`config.mk`:
```
export PLATFORM = sky130hd
export DESIGN_NAME = tcop_core
export DESIGN_NICKNAME = d
export VERILOG_FILES = /design/src/hdl/tcop_pkg.sv /design/src/hdl/tcop_core.sv
export VERILOG_INCLUDE_DIRS = /design/src /design/src/hdl
export SDC_FILE = /design/constraint.sdc
export NUM_CORES = 1
export LEC_CHECK = 0
export ABC_AREA = 1
export CORE_ASPECT_RATIO = 2
export CORE_MARGIN = 8
export CORE_UTILIZATION = 40
export DETAILED_ROUTE_END_ITERATION = 12
export DONT_BUFFER_PORTS = 1
export PLACE_DENSITY = 0.53
export SLEW_MARGIN = 10
export SYNTH_ARGS = -nofsm -noshare
export SYNTH_HDL_FRONTEND = slang
export SYNTH_SLANG_ARGS = --single-unit
```
`constraint.sdc`:
```
create_clock -name clock -period 4 [get_ports clock]
set_input_delay 1 -clock clock [delete_from_list [all_inputs] [get_ports clock]]
set_output_delay 1 -clock clock [all_outputs]
set_load 0.02 [all_outputs]
```
`src/hdl/tcop_cfg.svh`:
```
`ifndef TCOP_CFG_SVH
`define TCOP_CFG_SVH
// ----------------------------------------
// register byte addresses
// ----------------------------------------
`define TCOP_ADR_CTL1 8'h00
`define TCOP_ADR_CTL2 8'h04
`define TCOP_ADR_STATUS 8'h08
`define TCOP_ADR_CMP1HI 8'h0c
`define TCOP_ADR_CMP1LO 8'h10
`define TCOP_ADR_CMP2HI 8'h14
`define TCOP_ADR_CMP2LO 8'h18
`define TCOP_ADR_CAP1HI 8'h1c
`define TCOP_ADR_CAP1LO 8'h20
`define TCOP_ADR_CAP2HI 8'h24
`define TCOP_ADR_CAP2LO 8'h28
`define TCOP_ADR_CNTHI 8'h2c
`define TCOP_ADR_CNTLO 8'h30
// ----------------------------------------
// control_one bits
// ----------------------------------------
`define TCOP_C1_LVL 0
`define TCOP_C1_EDGE1 2
`define TCOP_C1_FORCE 3
`define TCOP_C1_CAPTURE_IRQ_ENABLE 5
`define TCOP_C1_COMPARE_IRQ_ENABLE 6
`define TCOP_C1_KEEP 8'he7
// ----------------------------------------
// control_two bits
// ----------------------------------------
`define TCOP_C2_DRIVE 0
`define TCOP_C2_PWM 2
`define TCOP_C2_OPM 3
`define TCOP_C2_DIVLO 4
`define TCOP_C2_DIVHI 5
`define TCOP_C2_EDGE2 6
`define TCOP_C2_EXTEDGE 7
// ----------------------------------------
// reset and reload values
// ----------------------------------------
`define TCOP_CMP_RESET 16'h8000
`define TCOP_CNT_RELOAD 16'hfffc
`define TCOP_CAP_OPM 16'hfffd
`define TCOP_PRE_DIV2 3'h1
`define TCOP_PRE_DIV4 3'h3
`define TCOP_PRE_DIV8 3'h7
`endif

```
`src/hdl/tcop_pkg.sv`:
```
package tcop_pkg;
  typedef enum logic [1:0] {
    TCOP_DIV2 = 2'b00,
    TCOP_DIV4 = 2'b01,
    TCOP_DIV8 = 2'b10,
    TCOP_EXT = 2'b11
  } tcop_clkdiv_t;
endpackage

```
`src/hdl/tcop_core.sv`:
```
// How it works
// - match sets flag, drives pin, requests irq
// - two 16-bit compares checked every tick
// - compare values software only, reset 8000h
// - match drives level bit; pin low in reset
// - compare irq needs enable and mask clear
// - flag clears after status read, low access
// - high write blocks matches until low write
// - drive off: pin untouched, irq still possible
// - div2 matches at value, others value+1
// - force copies level, no flag, no irq
// - force ignored in single-pulse or pwm
// - single-pulse uses capture 1 and compare 1
// - trigger reloads counter, pulse level, capture fffd
// - compare 1 match gives after-pulse level
// - single-pulse: flag 1 never, flag 2 works
// - pwm select overrides single-pulse select
// - single-pulse: capture 1 off, capture 2 works
// - single-pulse: compare 2 flags, no waveform
// - trigger flag requests irq if capture enabled
// - capture flag clears after status, low access
// - equal levels keep pulse pin constant
// - tick is clock over 2, 4 or 8
// - both divide bits select external clock
// - counter resets and reloads only fffch
//
// The address map and the Wishbone interface to the registers were chosen for this implementation.
`include "tcop_cfg.svh"
module tcop_core
  import tcop_pkg::*;
(
  input wire logic clock,
  input wire logic rst_n,
  input wire logic cyc_i,
  input wire logic stb_i,
  input wire logic we_i,
  input wire logic [7:0] adr_i,
  input wire logic [3:0] sel_i,
  input wire logic [31:0] dat_i,
  output logic [31:0] dat_o,
  output logic ack_o,
  input wire logic cpuIrqMask,
  input wire logic capturePin1,
  input wire logic capturePin2,
  input wire logic extClockPin,
  output logic [1:0] compareOutPin,
  output logic [1:0] compareOutEn,
  output logic timerIrq
);
  // ----------------------------------------
  // reset release
  // ----------------------------------------
  logic [1:0] rstPipe_reg;
  logic rstSync_n;

  always_ff @(posedge clock or negedge rst_n)
  begin
    if (!rst_n)
      rstPipe_reg <= 2'b00;
    else
      rstPipe_reg <= {rstPipe_reg[0], 1'b1};
  end
  assign rstSync_n = rstPipe_reg[1];

  // ----------------------------------------
  // pin synchronisers
  // ----------------------------------------
  logic [2:0] pinIn;
  logic [2:0] syncA_reg, syncB_reg, syncC_reg, level_reg;
  logic [2:0] pinRise, pinFall;

  assign pinIn = {extClockPin, capturePin2, capturePin1};
  genvar g;
  generate
    for (g = 0; g < 3; g++)
    begin : gSync
      always_ff @(posedge clock or negedge rstSync_n)
      begin
        if (!rstSync_n)
        begin
          syncA_reg[g] <= 1'b0;
          syncB_reg[g] <= 1'b0;
          syncC_reg[g] <= 1'b0;
          level_reg[g] <= 1'b0;
        end
        else
        begin
          syncA_reg[g] <= pinIn[g];
          syncB_reg[g] <= syncA_reg[g];
          syncC_reg[g] <= syncB_reg[g];
          // a change counts only when two stages agree
          if (syncB_reg[g] == syncC_reg[g])
            level_reg[g] <= syncC_reg[g];
        end
      end
      assign pinRise[g] = (syncB_reg[g] == syncC_reg[g]) &&
                          syncC_reg[g] && !level_reg[g];
      assign pinFall[g] = (syncB_reg[g] == syncC_reg[g]) &&
                          !syncC_reg[g] && level_reg[g];
    end
  endgenerate

  // ----------------------------------------
  // bus decode
  // ----------------------------------------
  logic busReq, wrEn, rdEn, rdStatus, wrCtl1, wrCtl2, wrCntLo;
  logic [7:0] wbData;
  logic ack_reg;

  assign busReq = cyc_i && stb_i && !ack_reg;
  assign wrEn = busReq && we_i && sel_i[0];
  assign rdEn = busReq && !we_i;
  assign wbData = dat_i[7:0];
  assign rdStatus = rdEn && (adr_i == `TCOP_ADR_STATUS);
  assign wrCtl1 = wrEn && (adr_i == `TCOP_ADR_CTL1);
  assign wrCtl2 = wrEn && (adr_i == `TCOP_ADR_CTL2);
  assign wrCntLo = wrEn && (adr_i == `TCOP_ADR_CNTLO);

  // ----------------------------------------
  // control registers
  // ----------------------------------------
  logic [7:0] ctl1_reg, ctl2_reg;
  logic opmActive, pwmActive;
  tcop_clkdiv_t clkDiv;

  always_ff @(posedge clock or negedge rstSync_n)
  begin
    if (!rstSync_n)
      ctl1_reg <= 8'h00;
    else if (wrCtl1)
      ctl1_reg <= wbData & `TCOP_C1_KEEP;
  end

  always_ff @(posedge clock or negedge rstSync_n)
  begin
    if (!rstSync_n)
      ctl2_reg <= 8'h00;
    else if (wrCtl2)
      ctl2_reg <= wbData;
  end

  assign pwmActive = ctl2_reg[`TCOP_C2_PWM];
  assign opmActive = ctl2_reg[`TCOP_C2_OPM] && !pwmActive;
  assign clkDiv = tcop_clkdiv_t'(ctl2_reg[`TCOP_C2_DIVHI:`TCOP_C2_DIVLO]);

  // ----------------------------------------
  // prescaler and counter
  // ----------------------------------------
  logic [2:0] pre_reg, preEnd;
  logic tick, extEdge, tickFresh_reg, opmTrig;
  logic [15:0] count_reg;
  logic [1:0] capEdge;

  always_comb
  begin
    unique case (clkDiv)
      TCOP_DIV2: preEnd = `TCOP_PRE_DIV2;
      TCOP_DIV4: preEnd = `TCOP_PRE_DIV4;
      TCOP_DIV8: preEnd = `TCOP_PRE_DIV8;
      TCOP_EXT: preEnd = `TCOP_PRE_DIV8;
    endcase
  end

  assign extEdge = ctl2_reg[`TCOP_C2_EXTEDGE] ? pinRise[2] : pinFall[2];
  assign tick = (clkDiv == TCOP_EXT) ? extEdge
                                     : (pre_reg == preEnd);

  always_ff @(posedge clock or negedge rstSync_n)
  begin
    if (!rstSync_n)
      pre_reg <= 3'h0;
    else if (pre_reg == preEnd)
      pre_reg <= 3'h0;
    else
      pre_reg <= pre_reg + 3'h1;
  end

  assign capEdge[0] = ctl1_reg[`TCOP_C1_EDGE1] ? pinRise[0] : pinFall[0];
  assign capEdge[1] = ctl2_reg[`TCOP_C2_EDGE2] ? pinRise[1] : pinFall[1];
  assign opmTrig = opmActive && capEdge[0];

  // counter shares this clock with the compare logic
  always_ff @(posedge clock or negedge rstSync_n)
  begin
    if (!rstSync_n)
      count_reg <= `TCOP_CNT_RELOAD;
    else if (opmTrig || wrCntLo)
      count_reg <= `TCOP_CNT_RELOAD;
    else if (tick)
      count_reg <= count_reg + 16'h0001;
  end

  // compare looks at the value one cycle after it moved
  always_ff @(posedge clock or negedge rstSync_n)
  begin
    if (!rstSync_n)
      tickFresh_reg <= 1'b0;
    else
      tickFresh_reg <= tick || opmTrig;
  end

  // ----------------------------------------
  // compare and capture channels
  // ----------------------------------------
  logic [15:0] cmpVal_reg [0:1];
  logic [15:0] capVal_reg [0:1];
  logic [1:0] inhibit_reg, ocf_reg, ocfArm_reg, pin_reg;
  logic [1:0] capInh_reg, icf_reg, icfArm_reg;
  logic [1:0] matchEvt, ocfSet, forceHit;
  logic [1:0] wrCmpHi, wrCmpLo, accCmpLo, rdCapHi, accCapLo;
  logic [1:0] capNormal;

  genvar i;
  generate
    for (i = 0; i < 2; i++)
    begin : gChan
      localparam logic [7:0] AHI = i ? `TCOP_ADR_CMP2HI : `TCOP_ADR_CMP1HI;
      localparam logic [7:0] ALO = i ? `TCOP_ADR_CMP2LO : `TCOP_ADR_CMP1LO;
      localparam logic [7:0] CHI = i ? `TCOP_ADR_CAP2HI : `TCOP_ADR_CAP1HI;
      localparam logic [7:0] CLO = i ? `TCOP_ADR_CAP2LO : `TCOP_ADR_CAP1LO;
      logic [15:0] target;

      assign wrCmpHi[i] = wrEn && (adr_i == AHI);
      assign wrCmpLo[i] = wrEn && (adr_i == ALO);
      assign accCmpLo[i] = busReq && (adr_i == ALO);
      assign rdCapHi[i] = rdEn && (adr_i == CHI);
      assign accCapLo[i] = busReq && (adr_i == CLO);

      // slower ticks see the match one count late
      assign target = (clkDiv == TCOP_DIV2) ? cmpVal_reg[i]
                    : cmpVal_reg[i] + 16'h0001;
      assign matchEvt[i] = tickFresh_reg && !inhibit_reg[i] &&
                           !pwmActive && (count_reg == target);
      assign ocfSet[i] = matchEvt[i] && !(i == 0 && opmActive);
      assign forceHit[i] = wrCtl1 && wbData[`TCOP_C1_FORCE + i] &&
                           !ctl2_reg[`TCOP_C2_OPM] && !pwmActive;
      assign capNormal[i] = capEdge[i] && !capInh_reg[i] &&
                            !(i == 0 && (opmActive || pwmActive));

      always_ff @(posedge clock or negedge rstSync_n)
      begin
        if (!rstSync_n)
          cmpVal_reg[i] <= `TCOP_CMP_RESET;
        else if (wrCmpHi[i])
          cmpVal_reg[i][15:8] <= wbData;
        else if (wrCmpLo[i])
          cmpVal_reg[i][7:0] <= wbData;
      end

      always_ff @(posedge clock or negedge rstSync_n)
      begin
        if (!rstSync_n)
          inhibit_reg[i] <= 1'b0;
        else if (wrCmpHi[i])
          inhibit_reg[i] <= 1'b1;
        else if (wrCmpLo[i])
          inhibit_reg[i] <= 1'b0;
      end

      // set wins over a clear in the same cycle
      always_ff @(posedge clock or negedge rstSync_n)
      begin
        if (!rstSync_n)
          ocf_reg[i] <= 1'b0;
        else if (ocfSet[i])
          ocf_reg[i] <= 1'b1;
        else if (accCmpLo[i] && ocfArm_reg[i])
          ocf_reg[i] <= 1'b0;
      end

      always_ff @(posedge clock or negedge rstSync_n)
      begin
        if (!rstSync_n)
          ocfArm_reg[i] <= 1'b0;
        else if (accCmpLo[i])
          ocfArm_reg[i] <= 1'b0;
        else if (rdStatus && ocf_reg[i])
          ocfArm_reg[i] <= 1'b1;
      end

      // without drive the pin is gpio and the latch is left alone
      always_ff @(posedge clock or negedge rstSync_n)
      begin
        if (!rstSync_n)
          pin_reg[i] <= 1'b0;
        else if (!ctl2_reg[`TCOP_C2_DRIVE + i])
          pin_reg[i] <= pin_reg[i];
        else if (i == 0 && opmTrig)
          pin_reg[i] <= ctl1_reg[`TCOP_C1_LVL + 1];
        else if (matchEvt[i] && !(i == 1 && opmActive))
          pin_reg[i] <= ctl1_reg[`TCOP_C1_LVL + i];
        else if (forceHit[i])
          pin_reg[i] <= wbData[`TCOP_C1_LVL + i];
      end

      always_ff @(posedge clock or negedge rstSync_n)
      begin
        if (!rstSync_n)
          capVal_reg[i] <= 16'h0000;
        else if (i == 0 && opmTrig)
          capVal_reg[i] <= `TCOP_CAP_OPM;
        else if (capNormal[i])
          capVal_reg[i] <= count_reg;
      end

      // reading the high byte freezes capture until low is accessed
      always_ff @(posedge clock or negedge rstSync_n)
      begin
        if (!rstSync_n)
          capInh_reg[i] <= 1'b0;
        else if (rdCapHi[i])
          capInh_reg[i] <= 1'b1;
        else if (accCapLo[i])
          capInh_reg[i] <= 1'b0;
      end

      always_ff @(posedge clock or negedge rstSync_n)
      begin
        if (!rstSync_n)
          icf_reg[i] <= 1'b0;
        else if (capNormal[i] || (i == 0 && opmTrig))
          icf_reg[i] <= 1'b1;
        else if (accCapLo[i] && icfArm_reg[i])
          icf_reg[i] <= 1'b0;
      end

      always_ff @(posedge clock or negedge rstSync_n)
      begin
        if (!rstSync_n)
          icfArm_reg[i] <= 1'b0;
        else if (accCapLo[i])
          icfArm_reg[i] <= 1'b0;
        else if (rdStatus && icf_reg[i])
          icfArm_reg[i] <= 1'b1;
      end
    end
  endgenerate

  // ----------------------------------------
  // interrupt request
  // ----------------------------------------
  logic irq_reg;

  always_ff @(posedge clock or negedge rstSync_n)
  begin
    if (!rstSync_n)
      irq_reg <= 1'b0;
    else
      irq_reg <= !cpuIrqMask &&
                 ((ctl1_reg[`TCOP_C1_COMPARE_IRQ_ENABLE] && |ocf_reg) ||
                  (ctl1_reg[`TCOP_C1_CAPTURE_IRQ_ENABLE] && |icf_reg));
  end

  // ----------------------------------------
  // read mux and acknowledge
  // ----------------------------------------
  logic [7:0] rdMux;
  logic [31:0] dat_reg;

  always_comb
  begin
    unique case (adr_i)
      `TCOP_ADR_CTL1: rdMux = ctl1_reg;
      `TCOP_ADR_CTL2: rdMux = ctl2_reg;
      `TCOP_ADR_STATUS: rdMux = {4'h0, icf_reg, ocf_reg};
      `TCOP_ADR_CMP1HI: rdMux = cmpVal_reg[0][15:8];
      `TCOP_ADR_CMP1LO: rdMux = cmpVal_reg[0][7:0];
      `TCOP_ADR_CMP2HI: rdMux = cmpVal_reg[1][15:8];
      `TCOP_ADR_CMP2LO: rdMux = cmpVal_reg[1][7:0];
      `TCOP_ADR_CAP1HI: rdMux = capVal_reg[0][15:8];
      `TCOP_ADR_CAP1LO: rdMux = capVal_reg[0][7:0];
      `TCOP_ADR_CAP2HI: rdMux = capVal_reg[1][15:8];
      `TCOP_ADR_CAP2LO: rdMux = capVal_reg[1][7:0];
      `TCOP_ADR_CNTHI: rdMux = count_reg[15:8];
      `TCOP_ADR_CNTLO: rdMux = count_reg[7:0];
      default: rdMux = 8'h00;
    endcase
  end

  // unmapped addresses still ack, reading zero
  always_ff @(posedge clock or negedge rstSync_n)
  begin
    if (!rstSync_n)
    begin
      ack_reg <= 1'b0;
      dat_reg <= 32'h0000_0000;
    end
    else
    begin
      ack_reg <= busReq;
      dat_reg <= rdEn ? {24'h00_0000, rdMux} : 32'h0000_0000;
    end
  end

  assign ack_o = ack_reg;
  assign dat_o = dat_reg;
  assign timerIrq = irq_reg;
  assign compareOutPin = pin_reg;
  assign compareOutEn = ctl2_reg[`TCOP_C2_DRIVE + 1:`TCOP_C2_DRIVE];
endmodule // tcop_core

```
==> metrics.cfg <==
[status]
status=finished clean

[place]
dp_cells=1283
portBuffers=0
place_worst_setup_slack_ns=0.9415
place_hpwl_um=21280
gp_congestion=0.9529

[timing]
fin_crit_ns=2.714
slew_viol_final=0
finalHoldViolCount=0
clock.fmax_ghz=0.3684
min_period_over_period=0.6785
slew_headroom=0.2547
timing.hold.ws_ns=0.2623
tns_ns=0
rsz0062_at_grt=no
fin_ws_ns=1.286
fin_worst_skew_ns=0.01027
setup-violations-final=0
tightestPinTransition_ns=1.115

[pwr]
p_int_mw=2.809
power_density_nw_per_um2=462.5
leakage_nw=4.036
p_sw_mw=1.216
switching_share=0.3020
pwr-share-seq=0.421
power_frac_comb=0.146
vdd_drop_max_mv=0.3221
p_clk_frac=0.433

[die]
core_um2=19370
design.die.area_um2=24720
io_pins=91
num_rows=72
start_util=0.4068
die_w_um=115.2
die_height_um=214.5

[yosys]
synth_top_area_share=0.3811
ys.flop_type=dfrtp_1
ys_ff_latch=136
syn_inst=1039
ys.warnings.count=0
synth_edf_count=0
ys_seq_area_frac=0.4344
synth_commonest_cells=nand2_1, inv_1, dfrtp_1
synth_area_per_cell_um2=7.584
netlist_area_um2=7880
synthArstFlopShare=1.000
synth_area_leader_cell=dfrtp_1
synthTopCellsByArea=dfrtp_1, nand2_1, o21ai_0
netlist-cell-type-count=42
yosysMostFrequentCell=nand2_1

[detailed_routing]
drc=0
vias=6914
routed_via_density=5.258
wl_per_cell_um=20.46
drt_first_pass_iters=7
drt_iter0_drc=394
wl_um=26910
antenna_left=0

[clock_network]
clock_latency_ns=0.43
clk_pin_slew_ns=0.06
post-cts-setup-buffers=0
max-clock-path-buffers=2
cts_hold_buf=0
htreeDepth=4
root_buffer=clkbuf_16
cts_tree=done
cts_resized=0
clock-sinks=136
numCtsBuffers=17

[cells_and_area]
fin_nets=1106
drive_gt1_frac=0.09280
final_cells=1315
diodes=0
area_delta_synth_final_pct=10.43

[critical_path]
crit_path_frequent_cell=nand2_1
critPathCaptureType=register
crit_chain=ha_1, nand3_1, nor2_2, nand3_1, nand2_1, nand2_1, inv_1, nand2_1, nor2_1, nand3_1, nor2_2, nand3_1, nand2_1, nand2_1, nand3_1, nand2_1
cp.arrival_ns=3.03
required_ns=4.32
cp_slowest_cell=dfrtp_1
cp-start-kind=register
cp_max_fo=7
max_stage_delay_ns=0.50
path_class=reg2reg

[grt]
antenna_found_initial=0
grt_util_all_layers=0.2267
grt_max_degree=74
first_global_vias=6950
grt_overflow=0
grt_pass1_wl_um=41080

[min_path]
hp-class=in2async

[run]
max_cap_violations=0

## layout make-up
type                            instances  area (um^2)
Clock buffer                           20        456.7
Clock inverter                         12        187.7
Fill cell                            2011        10670
Inverter                              140        525.5
Multi-Input combinational cell        739         3714
Sequential cell                       136         3427
Tap cell                              259        324.1
Timing Repair Buffer                    9        67.56
## cells by family (layout without fill, tap and decap cells)
logic type | Yosys count | in the layout | synth area share
and+or+nand+nor | 491 | 491 | 0.2744
buffers and inverters | 187 | 181 | 0.1053
xor gates and xnor gates | 26 | 26 | 0.03414
adders and majority gates | 10 | 10 | 0.01588
DFF | 136 | 136 | 0.4344
AOI/OAI and AO/OA | 187 | 187 | 0.1350
other | 2 | 25 | 0.0009530
## critical path: cells and delay by family (launching register included)
kind / cells / cell delay (ns)
buffers and inverters: 1 / 0.04
flip-flops: 1 / 0.50
adder cells (fa/ha/maj): 1 / 0.30
AND/OR/NAND/NOR: 14 / 1.78
## placed cells by master, fill, tap and decap left out, types with 3 or more instances in the layout
| cell type | instances |
|---|---|
| o21ai_0 | 107 |
| nor2_4 | 6 |
| nand2_1 | 282 |
| inv_6 | 4 |
| a22o_1 | 4 |
| a21oi_1 | 32 |
| nand3_2 | 4 |
| a22oi_1 | 8 |
| xnor2_1 | 8 |
| ha_1 | 10 |
| clkinv_1 | 3 |
| nand4_1 | 17 |
| xnor3_1 | 3 |
| nor3_2 | 6 |
| a31oi_1 | 5 |
| nor2_2 | 11 |
| o22ai_1 | 9 |
| buf_4 | 9 |
| o2111ai_1 | 6 |
| nor3_1 | 11 |
| clkbuf_16 | 17 |
| nand3_1 | 60 |
| inv_1 | 135 |
| bufinv_16 | 4 |
| nor4_1 | 4 |
| a221oi_1 | 9 |
| dfrtp_1 | 119 |
| dfstp_2 | 16 |
| conb_1 | 25 |
| nand2_2 | 8 |
| xor2_1 | 15 |
| nor2_1 | 78 |
## final timing paths
| kind | from | slack, ns | cells past startpoint | endpoint |
|---|---|---|---|---|
| worst max register to register | cmpVal_reg[0] | 1.29 | 16 | compareOutPin[1] |
| min in group clock | syncA_reg[0] | 0.35 | 0 | syncB_reg[0] |
| worst min register to register | syncA_reg[0] | 0.35 | 0 | syncB_reg[0] |
| max in group asynchronous | rstPipe_reg[1] | 2.60 | 1 | compareOutPin[1] |
| worst min-delay path | rst_n | 0.26 | 0 | rstPipe_reg[1] |
| worst max-delay path | cmpVal_reg[0] | 1.29 | 16 | compareOutPin[1] |
## metrics by stage
stage | utilization | power, mW | instance area [um^2]
after floorplan | - | 2.085 | 7968
after global placement | 0.4160 | 2.295 | 8058
after detailed placement | 0.4160 | 2.303 | 8058
after CTS | 0.4493 | 4.055 | 8702
after global routing | 0.4493 | 4.199 | 8702
final | 0.4493 | 4.024 | 8702
## routing by layer
metal / vias up / wire length, um / GRT usage / part of all wire
met2: 207 / 14420 / 0.4068 / 0.54
met4: 0 / 1967 / 0.1681 / 0.073
met1: 3306 / 9617 / 0.2306 / 0.36
met5: - / 0 / 0 / 0
met3: 66 / 903 / 0.02877 / 0.034
li1: 3335 / - / - / -
## power groups by stage
stage	Sequential (mW)	Combinational (mW)	Clock (mW)
6_report	1.69	0.586	1.74
5_1_grt	1.71	0.655	1.83
4_1_cts	1.69	0.590	1.77
3_5_place_dp	1.71	0.589	0
3_3_place_gp	1.71	0.581	0
2_1_floorplan	1.64	0.447	0
No activity file was read; power rests on OpenSTA's default activity.
